## src/rtl/ctm_pkg.sv

```systemverilog
// package for the compact timer: register map, fields, modes, types
package ctm_pkg;

	// register byte addresses
	localparam logic [7:0] CTM_CTRL0_ADDR  = 8'h00;
	localparam logic [7:0] CTM_CTRL1_ADDR  = 8'h04;
	localparam logic [7:0] CTM_CNT_ADDR    = 8'h08;
	localparam logic [7:0] CTM_CMPA_L_ADDR = 8'h0c;
	localparam logic [7:0] CTM_CMPA_H_ADDR = 8'h10;
	localparam logic [7:0] CTM_FLAG_ADDR   = 8'h14;

	// control zero fields
	localparam int CTM_ON_BIT     = 3;
	localparam int CTM_CKSEL_LSB  = 4;
	localparam int CTM_PER_LSB    = 0;
	// control one fields
	localparam int CTM_MODE_LSB   = 6;
	localparam int CTM_PINF_LSB   = 4;
	localparam int CTM_OINIT_BIT  = 3;
	localparam int CTM_POL_BIT    = 2;
	localparam int CTM_DPX_BIT    = 1;
	localparam int CTM_CCLR_BIT   = 0;
	// flag register fields
	localparam int CTM_FLAG_A_BIT = 0;
	localparam int CTM_FLAG_P_BIT = 1;

	// reset values and counter maximum
	localparam logic [7:0] CTM_CTRL0_RST  = 8'h00;
	localparam logic [7:0] CTM_CTRL1_RST  = 8'h00;
	localparam logic [7:0] CTM_CMPA_L_RST = 8'h00;
	localparam logic [1:0] CTM_CMPA_H_RST = 2'h0;
	localparam logic [9:0] CTM_CNT_MAX    = 10'h3ff;

	// operating modes
	localparam logic [1:0] CTM_MODE_CMP = 2'h0;
	localparam logic [1:0] CTM_MODE_PWM = 2'h2;
	localparam logic [1:0] CTM_MODE_TC  = 2'h3;

	// pin function codes
	localparam logic [1:0] CTM_PF_00 = 2'h0;
	localparam logic [1:0] CTM_PF_01 = 2'h1;
	localparam logic [1:0] CTM_PF_10 = 2'h2;
	localparam logic [1:0] CTM_PF_11 = 2'h3;

	// decoded configuration
	typedef struct packed {
		logic [1:0] mode;
		logic [1:0] pin_func;
		logic       init_ctl;
		logic       polarity;
		logic       dpx;
		logic       clr_sel;
	} ctm_cfg_s;

	// apb request
	typedef struct packed {
		logic [7:0]  addr;
		logic        write;
		logic [31:0] wdata;
	} ctm_apb_req_s;

endpackage : ctm_pkg

```

## src/rtl/ctm_timer.sv

```systemverilog
// compact 10-bit timer with compare, timer/counter and pwm modes
`timescale 1ns/100ps
// Contract
// - mode 00 selects compare match output
// - clear-select low: P match/overflow clears, both flags
// - clear-select high: A match clears, A flag only
// - clear-select high, A zero: overflow, no A flag
// - compare mode: only A match moves pin
// - pin function: none, low, high, toggle
// - counter-on rise loads initial pin level
// - mode 11 counts like compare mode
// - timer/counter mode leaves pin undriven
// - mode 10 is pwm; clear-select ignored
// - swap zero: P period, A duty
// - swap set: A period, P duty
// - duty at least period gives full active
// - pwm raises flag per comparator match
// - pwm polarity, pin function, inversion
// - pwm core runs under forced levels
// - compare A high byte: two bits, rest zero
// - counter-on rise clears, fall freezes count
// - P sets top three bits of the compare value, low seven bits zero
// - polarity inverts pin in every mode, timer mode included
module ctm_timer
	import ctm_pkg::*;
(
	// clock and reset
	input  wire logic        pclk,
	input  wire logic        presetn,
	input  wire logic        clk_en,
	// timer tick from selected clock source
	input  wire logic        timer_tick,
	// apb slave
	input  wire logic        psel,
	input  wire logic        penable,
	input  wire logic        pwrite,
	input  wire logic [7:0]  paddr,
	input  wire logic [31:0] pwdata,
	output logic      [31:0] prdata,
	output logic             pready,
	output logic             pslverr,
	// output pin
	output logic             timer_out,
	output logic             timer_out_en_n,
	// comparator event flags
	output logic             compare_a_flag,
	output logic             compare_p_flag,
	// selected clock source code
	output logic      [2:0]  clock_select
);

	logic [7:0]   ctrl0_r;
	logic [7:0]   ctrl1_r;
	logic [7:0]   cmpa_l_r;
	logic [1:0]   cmpa_h_r;
	logic [9:0]   count_r;
	logic         pin_r;
	logic         on_d_r;
	logic         flag_a_r;
	logic         flag_p_r;
	ctm_cfg_s     cfg;
	ctm_apb_req_s req;
	logic         acc;
	logic         wr;
	logic         on;
	logic         on_rise;
	logic [9:0]   cmpa;
	logic [2:0]   per;
	logic         match_a;
	logic         match_p;
	logic         clr_cnt;
	logic         ev_a;
	logic         ev_p;
	logic         pwm_mode;
	logic [10:0]  period_len;
	logic [10:0]  duty_len;
	logic         pwm_act;
	logic         pwm_lvl;
	logic         out_lvl;
	logic         addr_ok;

	// addressed register check
	function automatic logic ctm_mapped(input logic [7:0] a);
		ctm_mapped = (a == CTM_CTRL0_ADDR) || (a == CTM_CTRL1_ADDR) || (a == CTM_CNT_ADDR) ||
			(a == CTM_CMPA_L_ADDR) || (a == CTM_CMPA_H_ADDR) || (a == CTM_FLAG_ADDR);
	endfunction : ctm_mapped

	// 3-bit code to length in ticks, zero means 1024
	function automatic logic [10:0] ctm_p_len(input logic [2:0] p);
		ctm_p_len = (p == 3'h0) ? 11'h400 : {1'b0, p, 7'h00};
	endfunction : ctm_p_len

	assign req      = '{addr: paddr, write: pwrite, wdata: pwdata};
	assign acc      = psel && penable;
	assign wr       = acc && req.write;
	assign addr_ok  = ctm_mapped(req.addr);
	assign pready   = 1'b1;
	assign pslverr  = acc && !addr_ok;
	assign cfg      = ctm_cfg_s'(ctrl1_r);
	assign on       = ctrl0_r[CTM_ON_BIT];
	assign on_rise  = on && !on_d_r;
	assign cmpa     = {cmpa_h_r, cmpa_l_r};
	assign per      = ctrl0_r[CTM_PER_LSB +: 3];
	assign pwm_mode = (cfg.mode == CTM_MODE_PWM);
	assign clock_select = ctrl0_r[CTM_CKSEL_LSB +: 3];

	// comparator matches, evaluated on the tick that reaches the value
	assign match_a = on && timer_tick && (count_r + 10'h001 == cmpa);
	assign match_p = on && timer_tick && (per != 3'h0) &&
		((count_r + 10'h001) == {per, 7'h00});

	// clear and flag selection
	always_comb begin
		clr_cnt = 1'b0;
		ev_a    = 1'b0;
		ev_p    = 1'b0;
		if (pwm_mode) begin
			ev_a    = match_a;
			ev_p    = match_p;
			clr_cnt = cfg.dpx ? match_a : match_p;
		end else if (cfg.clr_sel) begin
			ev_a    = match_a && (cmpa != 10'h000);
			clr_cnt = ev_a;
		end else begin
			ev_a    = match_a;
			ev_p    = match_p;
			clr_cnt = match_p;
		end
	end

	// register writes
	always_ff @(posedge pclk or negedge presetn) begin
		if (!presetn) begin
			ctrl0_r  <= CTM_CTRL0_RST;
			ctrl1_r  <= CTM_CTRL1_RST;
			cmpa_l_r <= CTM_CMPA_L_RST;
			cmpa_h_r <= CTM_CMPA_H_RST;
		end else if (clk_en && wr) begin
			case (req.addr)
				CTM_CTRL0_ADDR:  ctrl0_r  <= req.wdata[7:0];
				CTM_CTRL1_ADDR:  ctrl1_r  <= req.wdata[7:0];
				CTM_CMPA_L_ADDR: cmpa_l_r <= req.wdata[7:0];
				CTM_CMPA_H_ADDR: cmpa_h_r <= req.wdata[1:0];
				default: ;
			endcase
		end
	end

	// counter-on edge detect
	always_ff @(posedge pclk or negedge presetn) begin
		if (!presetn) begin
			on_d_r <= 1'b0;
		end else if (clk_en) begin
			on_d_r <= on;
		end
	end

	// counter
	always_ff @(posedge pclk or negedge presetn) begin
		if (!presetn) begin
			count_r <= 10'h000;
		end else if (clk_en) begin
			if (on_rise) begin
				count_r <= 10'h000;
			end else if (on && timer_tick) begin
				if (clr_cnt) begin
					count_r <= 10'h000;
				end else begin
					count_r <= count_r + 10'h001;
				end
			end
		end
	end

	// sticky flags, set wins over write-one-clear
	always_ff @(posedge pclk or negedge presetn) begin
		if (!presetn) begin
			flag_a_r <= 1'b0;
			flag_p_r <= 1'b0;
		end else if (clk_en) begin
			if (ev_a) begin
				flag_a_r <= 1'b1;
			end else if (wr && req.addr == CTM_FLAG_ADDR && req.wdata[CTM_FLAG_A_BIT]) begin
				flag_a_r <= 1'b0;
			end
			if (ev_p) begin
				flag_p_r <= 1'b1;
			end else if (wr && req.addr == CTM_FLAG_ADDR && req.wdata[CTM_FLAG_P_BIT]) begin
				flag_p_r <= 1'b0;
			end
		end
	end

	// compare mode pin state
	always_ff @(posedge pclk or negedge presetn) begin
		if (!presetn) begin
			pin_r <= 1'b0;
		end else if (clk_en) begin
			if (on_rise) begin
				pin_r <= cfg.init_ctl;
			end else if (cfg.mode == CTM_MODE_CMP && ev_a) begin
				case (cfg.pin_func)
					CTM_PF_01: pin_r <= 1'b0;
					CTM_PF_10: pin_r <= 1'b1;
					CTM_PF_11: pin_r <= !pin_r;
					default:   pin_r <= pin_r;
				endcase
			end
		end
	end

	// pwm waveform, active while count is below duty
	always_comb begin
		period_len = cfg.dpx ? ((cmpa == 10'h000) ? 11'h400 : {1'b0, cmpa}) : ctm_p_len(per);
		duty_len   = cfg.dpx ? ctm_p_len(per) : {1'b0, cmpa};
		pwm_act    = (duty_len >= period_len) || ({1'b0, count_r} < duty_len);
		case (cfg.pin_func)
			CTM_PF_00: pwm_lvl = 1'b0;
			CTM_PF_01: pwm_lvl = 1'b1;
			CTM_PF_10: pwm_lvl = pwm_act;
			default:   pwm_lvl = 1'b0;
		endcase
		if (pwm_mode) begin
			out_lvl = cfg.init_ctl ? pwm_lvl : !pwm_lvl;
		end else begin
			out_lvl = pin_r;
		end
	end

	// output pin register and read data
	always_ff @(posedge pclk or negedge presetn) begin
		if (!presetn) begin
			timer_out      <= 1'b0;
			timer_out_en_n <= 1'b1;
			prdata         <= 32'h0000_0000;
		end else if (clk_en) begin
			timer_out      <= out_lvl ^ cfg.polarity;
			timer_out_en_n <= (cfg.mode == CTM_MODE_TC);
			prdata         <= 32'h0000_0000;
			if (psel && !penable && !pwrite) begin
				case (paddr)
					CTM_CTRL0_ADDR:  prdata <= {24'h000000, ctrl0_r};
					CTM_CTRL1_ADDR:  prdata <= {24'h000000, ctrl1_r};
					CTM_CNT_ADDR:    prdata <= {22'h000000, count_r};
					CTM_CMPA_L_ADDR: prdata <= {24'h000000, cmpa_l_r};
					CTM_CMPA_H_ADDR: prdata <= {30'h00000000, cmpa_h_r};
					CTM_FLAG_ADDR:   prdata <= {30'h00000000, flag_p_r, flag_a_r};
					default:         prdata <= 32'h0000_0000;
				endcase
			end
		end
	end

	assign compare_a_flag = flag_a_r;
	assign compare_p_flag = flag_p_r;

endmodule : ctm_timer

```

## config.mk

```make
export PLATFORM = sky130hd
export DESIGN_NAME = ctm_timer
export DESIGN_NICKNAME = d
export VERILOG_FILES = /design/src/rtl/ctm_pkg.sv /design/src/rtl/ctm_timer.sv
export SDC_FILE = /design/constraint.sdc
export NUM_CORES = 1
export LEC_CHECK = 0
export BUFFER_PORTS_ARGS = -buffer_cell sky130_fd_sc_hd__buf_2
export CORE_UTILIZATION = 35
export DETAILED_ROUTE_END_ITERATION = 10
export HOLD_SLACK_MARGIN = 0.03
export PLACE_DENSITY = 0.61
export SLEW_MARGIN = 20
export SYNTH_ARGS = -nofsm -noshare
export SYNTH_HDL_FRONTEND = slang
export SYNTH_SLANG_ARGS = --single-unit
```

## constraint.sdc

```tcl
create_clock -name pclk -period 7.4 [get_ports pclk]
set_clock_uncertainty 0.1 [all_clocks]
set_input_delay 1.11 -clock pclk [delete_from_list [all_inputs] [get_ports pclk]]
set_output_delay 1.11 -clock pclk [all_outputs]
set_load 0.1 [all_outputs]
```

Word-level counts from Yosys, hierarchy flattened

Cells that the tools add are included.

$add $sub $neg: 1
Order comparisons: 2
Equality and inequality tests: 12
Muxes and demuxes: 26
Bitwise logic cells: 1
Reductions and logical operators: 47

Operators with widths:

| operator                                                               | count |
|---|---|
| 10-bit case mux with 6 select lines                                    | 1 |
| 11-bit 2-to-1 mux                                                      | 4 |
| 32-bit 2-to-1 mux                                                      | 1 |
| 10-bit 2-to-1 mux                                                      | 3 |
| 10-bit equality test                                                   | 2 |
| 8-bit by 4-bit equality test with 1-bit output (second input constant) | 2 |
| 8-bit by 5-bit equality test with 1-bit output (second input constant) | 2 |
| 1-bit logical AND                                                      | 16 |
| 1-bit 2-to-1 mux                                                       | 15 |
| 2-bit AND reduction                                                    | 7 |
| 11-bit greater-or-equal comparator                                     | 1 |
| 10-bit by 11-bit < comparator with 1-bit output                        | 1 |
| 10-bit by 1-bit adder with 10-bit output (second input constant)       | 1 |
| 10-bit zero test                                                       | 1 |
| 10-bit nonzero test                                                    | 1 |
| 2-bit equality test (second input constant)                            | 4 |
| 8-bit by 3-bit equality test with 1-bit output (second input constant) | 1 |
| 8-bit zero test                                                        | 1 |
| 2-bit nonzero test                                                     | 4 |
| 1-bit zero test                                                        | 6 |
| 1-bit logical OR                                                       | 6 |
| 4-bit nonzero test                                                     | 1 |
| 3-bit zero test                                                        | 1 |
| 1-bit case mux with 3 select lines                                     | 1 |
| other kinds (6)                                                        | 6 |

Register bits: 74
Output and inout port bits: 41
Word-level logic and storage cells: 101

Depth between registers and ports, before layout

Gate-level depths: netlist (run 1).

Word-level depth: 10
Gate-level depth with buffers: 11
Mapped depth without buffers: 9

Worst setup path after synthesis (run 1)

No wires, ideal clock.

Path kind: input-to-output
Start point: input paddr[4]
End point: output pslverr
Data arrival time: 2.827 ns
Data required time: 6.190 ns
Setup slack: 3.363 ns
Cell stages on the path: 3
Path buffers: 1
Path through: clkbuf_1 -> a21oi_1 -> nor2_1

Word-level cells in the longest chain between the ends: 8

Ends and longest elaborated chain:

| what                                                                                     | RTL line        | RTL |
|---|---|---|
| start: declaration                                                                       | ctm_timer.sv:37 | `input wire logic [7:0] paddr,` |
| 8-bit by 3-bit equality test with 1-bit output / 8-bit zero test (equally long branches) | ctm_timer.sv:84 | `ctm_mapped = (a == CTM_CTRL0_ADDR) \|\| (a == CTM_CTRL1_ADDR) \|\| (a == CTM_CNT_ADDR) \|\|` |
| 1-bit logical OR (3 in a row)                                                            | ctm_timer.sv:84 |  |
| 1-bit logical OR                                                                         | ctm_timer.sv:85 | `(a == CTM_CMPA_L_ADDR) \|\| (a == CTM_CMPA_H_ADDR) \|\| (a == CTM_FLAG_ADDR);` |
| 1-bit logical OR (*)                                                                     | ctm_timer.sv:85 |  |
| 1-bit zero test (*)                                                                      | ctm_timer.sv:98 | `assign pslverr = acc && !addr_ok;` |
| 1-bit logical AND (*)                                                                    | ctm_timer.sv:98 |  |
| end: declaration                                                                         | ctm_timer.sv:41 | `output logic pslverr,` |

Mark *: on every way between the ends. The rest lies on a longest branch, timed or not.

Final worst setup path (run 1)

Start point: input paddr[1]
End point: output pslverr

Same word-level chain as after synthesis.

==> flow_summary.toml, run 1 <==
[status]
outcome = "finished clean"

[global_routing]
grt_pass1_wl_um = 15000
antenna_found_initial = 0
grt_pass1_vias = 2846
grt_use_total_pct = 17.1
overflow = 0
grt_max_degree = 53

[place]
place_congestion = 0.866
port_buffers = 40
dp_slack_ps = 3880
place.detailed.hpwl_um = 7070
placedCellCount = 546

[worst_setup_path]
crit_family = "simple AND/OR/NAND/NOR gates"
critPathMaxFanout = 6
worstSetupStartpointType = "primary input"
cp-end-kind = "output port"
max_stage_delay_ps = 310
crit_top_cell = "buf_2"
arrival_ps = 2280
crit_chain = "buf_2 > nor3_1 > nand2_1 > a21oi_1 > nor2_1 > buf_2"
path_class = "primary input to output port"
worstPathRequired_ps = 6190
crit_buf_inv = 2
cp_slowest_cell = "a21oi_1"

[sta]
hold_violations = 0
fin_setup_tns_ps = 0
min_period_over_period_pct = 47.2
finalMaxSlewViolations = 0
worst-slew-pin-transition_ps = 1030
finalSetupViolations = 0
relSlewSlack_pct = 31.1
fin_ws_ps = 3910
period_minus_slack_ps = 3490
rsz0062_at_grt = "no"
max_freq_mhz = 286

[synthesis]
ys_seq_elements = 52
yosysWarningCount = 0
synth_simple_gate_area_share_pct = 17.0
synth-compound-area-share_pct = 16.2
synth_edf_count = 0
synth_top_area_cell = "dfrtp_1"
synth_top_family_by_area = "simple AND/OR/NAND/NOR gates"
synth_xor_area_share_pct = 5.06
muxShareOfSynthArea_pct = 11.2
synth_area_leaders = "dfrtp_1 (34%), mux2_2 (8.1%), ha_1 (6.0%)"
synth_ff_type = "dfrtp_1"
synth_fa_ha_area_share_pct = 5.99
ys_seq_area_share_pct = 34.7
async_flop_share_pct = 100
ys_types = 61
syn_area_mm2 = 0.00376
syn_inst = 388
synth_top_area_share_pct = 34.0
syn_area_per_cell_um2 = 9.68

[floorplan]
start_util_pct = 36.2
die_area_mm2 = 0.0112
rows = 37
die_height_um = 106
ios = 88
fp.dieW_um = 106
core_mm2 = 0.0104

[route]
route.detailed.drc = 0
drt_iter0_drc = 176
wl_um = 9340
final_antenna_net_count = 0
wl_per_cell_um = 16.9
vias = 3049
viasPerCell = 5.50
drtPass1Iterations = 5

[pwr]
powerDensity_mw_per_mm2 = 138
leakage_uw = 0.00185
ir_drop_mv = 0.0899

[cts]
cts_tree = "built"
cts_sinks = 52
cts_setup_buffers = 0
clock_path_buffers = 2
htreeDepth = 2
cts_inserted_buffers = 5
clk_latency_ps = 310
postCtsHoldBufs = 0
cts-root-buf = "clkbuf_8"
clkTransAtPathRegs_ps = 100
cts_resized = 0

[finish]
area_growth_pct = 7.63
layoutNonFillerInstCount = 554
layout.nets = 482
diodes = 0
drive_above_1_share_pct = 22.0
n_fill_cell = 1086
post-route-util_pct = 39.0

[min_path]
hold_class = "register to register"

[run]
maxCapViolations = 0
-- worst min-delay path, cell delays in order (launching register included) --
cell and delay [ps]:
dfstp_2 380, inv_1 40, o21ai_0 70
-- path summary, 6_finish.rpt --
check                           slack, ps                         end  cells past startpoint                       start
min in group asynchronous             790          cfg[6]$_DFFE_PN0P_                      2                     presetn
worst min register to register        390  timer_out_en_n$_DFFE_PN1P_                      2  timer_out_en_n$_DFFE_PN1P_
worst max-delay path                 3910                     pslverr                      6                    paddr[1]
max in group asynchronous            5960     cmpa_l_r[1]$_DFFE_PN0P_                      2                     presetn
worst max register to register       4230      count_r[0]$_DFFE_PN0P_                      8      count_r[0]$_DFFE_PN0P_
worst min-delay path                  390  timer_out_en_n$_DFFE_PN1P_                      2  timer_out_en_n$_DFFE_PN1P_
-- where the power goes --
group / internal (uW) / switching (uW)
Combinational: 14.1 / 75.3
Clock: 69.8 / 108
Sequential: 286 / 5.07
Total: 370 / 188
-- metrics by stage --
| stage | cell area [um^2] | power (uW) | hold WS [ps] |
|---|---|---|---|
| CTS | 4040 | 562 | 385 |
| finish | 4040 | 558 | 389 |
| detailed placement | 3950 | 386 | 369 |
| global route | 4040 | 579 | 402 |
| floorplan | 3840 | 377 | 379 |
| global placement | 3950 | 385 | 363 |
-- layout by cell type, fill, tap and decap left out, types with 3 or more instances in the layout --
cell type	n
a211oi_1	3
or3_1	3
a21o_1	7
o22ai_1	9
nor3_1	15
ha_1	18
o21ai_1	7
o2111ai_1	3
buf_4	3
o21ai_0	11
nand2b_1	8
nor4_1	6
clkbuf_8	5
a22o_1	14
and3_1	6
nand2_1	26
nand3_1	9
and2_1	4
xor2_1	5
buf_2	40
o211ai_1	4
dfrtp_1	51
nor2_1	15
mux2i_1	7
a221oi_1	6
a21oi_1	10
xnor2_1	14
mux2_2	27
conb_1	23
nand4_1	3
inv_1	22
-- flip-flops by register name, summed over array words and instances, names as in the netlist --
name,count
prdata,10
cmpa_h_r,2
count_r,10
ctrl0_r,8
compare_p_flag,1
on_d_r,1
timer_out_en_n,1
timer_out,1
cmpa_l_r,8
compare_a_flag,1
pin_r,1
cfg,8
-- cell type report --
class                   instances  area (um^2)  area share (%)
well taps                     136          170            4.21
clock inverters                 3         27.5           0.681
clock buffers                   5         68.8            1.70
inverters                      22         82.6            2.04
multi-input cells             293         2170            53.7
repair buffers                 43          223            5.51
flip-flops and latches         52         1300            32.2
-- routing by layer --
metal,part of all wire (%),track usage (%),up-vias
met4,1.3,4.27,0
li1,-,-,1428
met2,49,28.7,81
met3,4.0,2.66,9
met1,46,23.1,1531
met5,0,0,-
-- logic make-up (layout without fill, tap and decap cells) --
group	Yosys count	after routing
XOR/XNOR	20	20
buffers and inverters	64	73
AND/OR/NAND/NOR	112	112
adder cells (fa/ha/maj)	18	18
AO/OA/AOI/OAI	84	84
multiplexers	36	36
flip-flops	52	52
other	2	23
-- cell usage after synthesis, types with 2 or more instances --
cell / number
nand2_1: 26
o21ai_1: 7
a21oi_1: 10
o211ai_1: 4
o21ai_0: 11
mux2_2: 27
nor2b_1: 2
ha_1: 18
nor4b_2: 2
o2111ai_1: 3
and2_1: 4
buf_2: 6
buf_6: 2
xor2_1: 5
dfrtp_1: 51
nor2_1: 15
buf_4: 27
nand3_1: 9
nor3_1: 15
xnor2_1: 14
a22o_1: 14
a211oi_1: 3
mux2i_1: 7
conb_1: 2
o22ai_1: 9
and3_1: 6
nand4_1: 3
or3_1: 3
a221oi_1: 6
mux4_2: 2
a21o_1: 7
nor4_1: 6
nand2b_1: 8
inv_1: 22
clkbuf_1: 6
Power figures use the tool's default switching activity.
==> run 2, diff against run 1 <==
==> constraint.sdc (replaced) <==
create_clock -name pclk -period 3.6 [get_ports pclk]
set_clock_uncertainty 0.1 [all_clocks]
set_input_delay 0.54 -clock pclk [delete_from_list [all_inputs] [get_ports pclk]]
set_output_delay 0.54 -clock pclk [all_outputs]
set_load 0.1 [all_outputs]
==> run 2 against run 1 <==
  * Setup slack got worse by 3400 ps
  * Core utilization is 0.14 points higher
  * Combinational power up 110%
  * First-iteration DRC count shrank 6.8%
  * Final cell count is 0.36% higher
  * Clock power rose by 110%
  * Largest cell class unchanged
  * Sequential cell count unchanged
  * Critical path type is now register to register
  * Non-clock buffer count increased by 2
  * Power increased by 110%
==> flow_summary.toml, run 2 (same netlist as run 1, synthesis figures left out) <==
[floorplan]
ios = 88
die_area_mm2 = 0.0112
fp.dieW_um = 106
rows = 37
core_mm2 = 0.0104
die_height_um = 106
start_util_pct = 36.2

[sta]
finalMaxSlewViolations = 0
rsz0062_at_grt = "no"
worst-slew-pin-transition_ps = 817
min_period_over_period_pct = 87.1
fin_ws_ps = 465
relSlewSlack_pct = 45.5
max_freq_mhz = 319
period_minus_slack_ps = 3140
finalSetupViolations = 0
hold_violations = 0
fin_setup_tns_ps = 0

[finish]
top_regs = "count_r (10), prdata (10)"
layout.nets = 484
post-route-util_pct = 39.1
diodes = 0
area_growth_pct = 8.03
final_cell_mix = "dfrtp_1 (51), buf_2 (40), mux2_2 (27), nand2_1 (26), conb_1 (23)"
drive_above_1_share_pct = 22.4
final_common_cell = "dfrtp_1"
fin_area_mm2 = 0.00406

[global_routing]
grt_max_degree = 39
grt_pass1_wl_um = 14800
grt_use_total_pct = 17.1
grt_pass1_vias = 2701
overflow = 0
antenna_found_initial = 0

[route]
wl_per_cell_um = 16.9
wl_um = 9410
drtPass1Iterations = 5
viasPerCell = 5.42
final_antenna_net_count = 0
drt_iter0_drc = 164
vias = 3013
route.detailed.drc = 0

[cts]
cts_resized = 0
clkTransAtPathRegs_ps = 120
clk_latency_ps = 320
cts-root-buf = "clkbuf_8"
cts_tree = "built"
postCtsHoldBufs = 0
cts_setup_buffers = 0
cts_inserted_buffers = 5
clock_path_buffers = 2
cts_sinks = 52
htreeDepth = 2

[place]
placedInstanceArea_mm2 = 0.00396
place_congestion = 0.853
place.detailed.hpwl_um = 7240
port_buffers = 40
dp_slack_ps = 479

[worst_setup_path]
worstPathRequired_ps = 3720
arrival_ps = 3260
r2r_setup_slack_ps = 460
cp-end-kind = "register"
worstSetupStartpointType = "register"
max_stage_delay_ps = 550
critPathMaxFanout = 11
crit_chain = "ha_1 > nand4_4 > or3_1 > a32o_1 > nor4_2 > a211o_2 > nor2_2 > mux2_2"
cp_slowest_cell = "dfrtp_1"
path_class = "register to register"

[pwr]
seq_power_share_pct = 52.0
p_clk_share_pct = 31.9
total_power_uw = 1150
powerDensity_mw_per_mm2 = 283
intPower_uw = 760
p_sw_share_pct = 33.9
pwr-share-comb_pct = 16.0
power.switching_uw = 390
ir_drop_mv = 0.170
leakage_uw = 0.00186

[run]
maxCapViolations = 0

[status]
outcome = "finished clean"

[min_path]
hold_class = "primary input to async pin"
[run 2: changes by cell type in the layout (fill, tap and decap cells not counted), sizes merged]
cell and change:
buf +2
[run 2: routing by layer]
metal	track usage, %	part of all wire [%]
met3	2.10	5.0
met5	0	0
met4	3.27	1.6
met2	27.5	47
met1	24.8	46
[run 2: final timing paths]
kind                                                    to                  startpoint  depth (start not counted)
max in group asynchronous           count_r[1]$_DFFE_PN0P_                     presetn                          2
min in group pclk                       cfg[5]$_DFFE_PN0P_                   pwdata[5]                          3
worst max register to register      count_r[0]$_DFFE_PN0P_      count_r[0]$_DFFE_PN0P_                          8
worst min-delay path                    cfg[5]$_DFFE_PN0P_                     presetn                          1
worst min register to register  timer_out_en_n$_DFFE_PN1P_  timer_out_en_n$_DFFE_PN1P_                          2
worst max-delay path                count_r[0]$_DFFE_PN0P_      count_r[0]$_DFFE_PN0P_                          8
[run 2: cell type report]
class,instances,area (um^2)
well taps,136,170
inverters,22,82.6
clock buffers,5,68.8
flip-flops and latches,52,1300
repair buffers,45,238
fillers,1064,6310
multi-input cells,293,2170
clock inverters,3,27.5
[run 2: stage by stage]
step | std cells | hold slack (ps)
2_1_floorplan | 409 | 144
3_3_place_gp | 548 | 363
3_5_place_dp | 548 | 366
4_1_cts | 556 | 244
5_1_grt | 556 | 288
6_report | 556 | 206
[run 2: power by group through the flow]
stage          sequential, uW  clock (uW)  combinational (uW)
4_1_cts                   598         369                 185
3_3_place_gp              609           0                 183
3_5_place_dp              609           0                 185
6_report                  599         367                 184
5_1_grt                   599         392                 195
2_1_floorplan             604           0                 170
[run 2: worst max-delay path: cells and delay by family (launching register included)]
family | cells | cell delay, ps
muxes | 1 | 270
DFF | 1 | 550
AOI/OAI and AO/OA | 2 | 590
and+or+nand+nor | 4 | 1030
adders and majority gates | 1 | 490
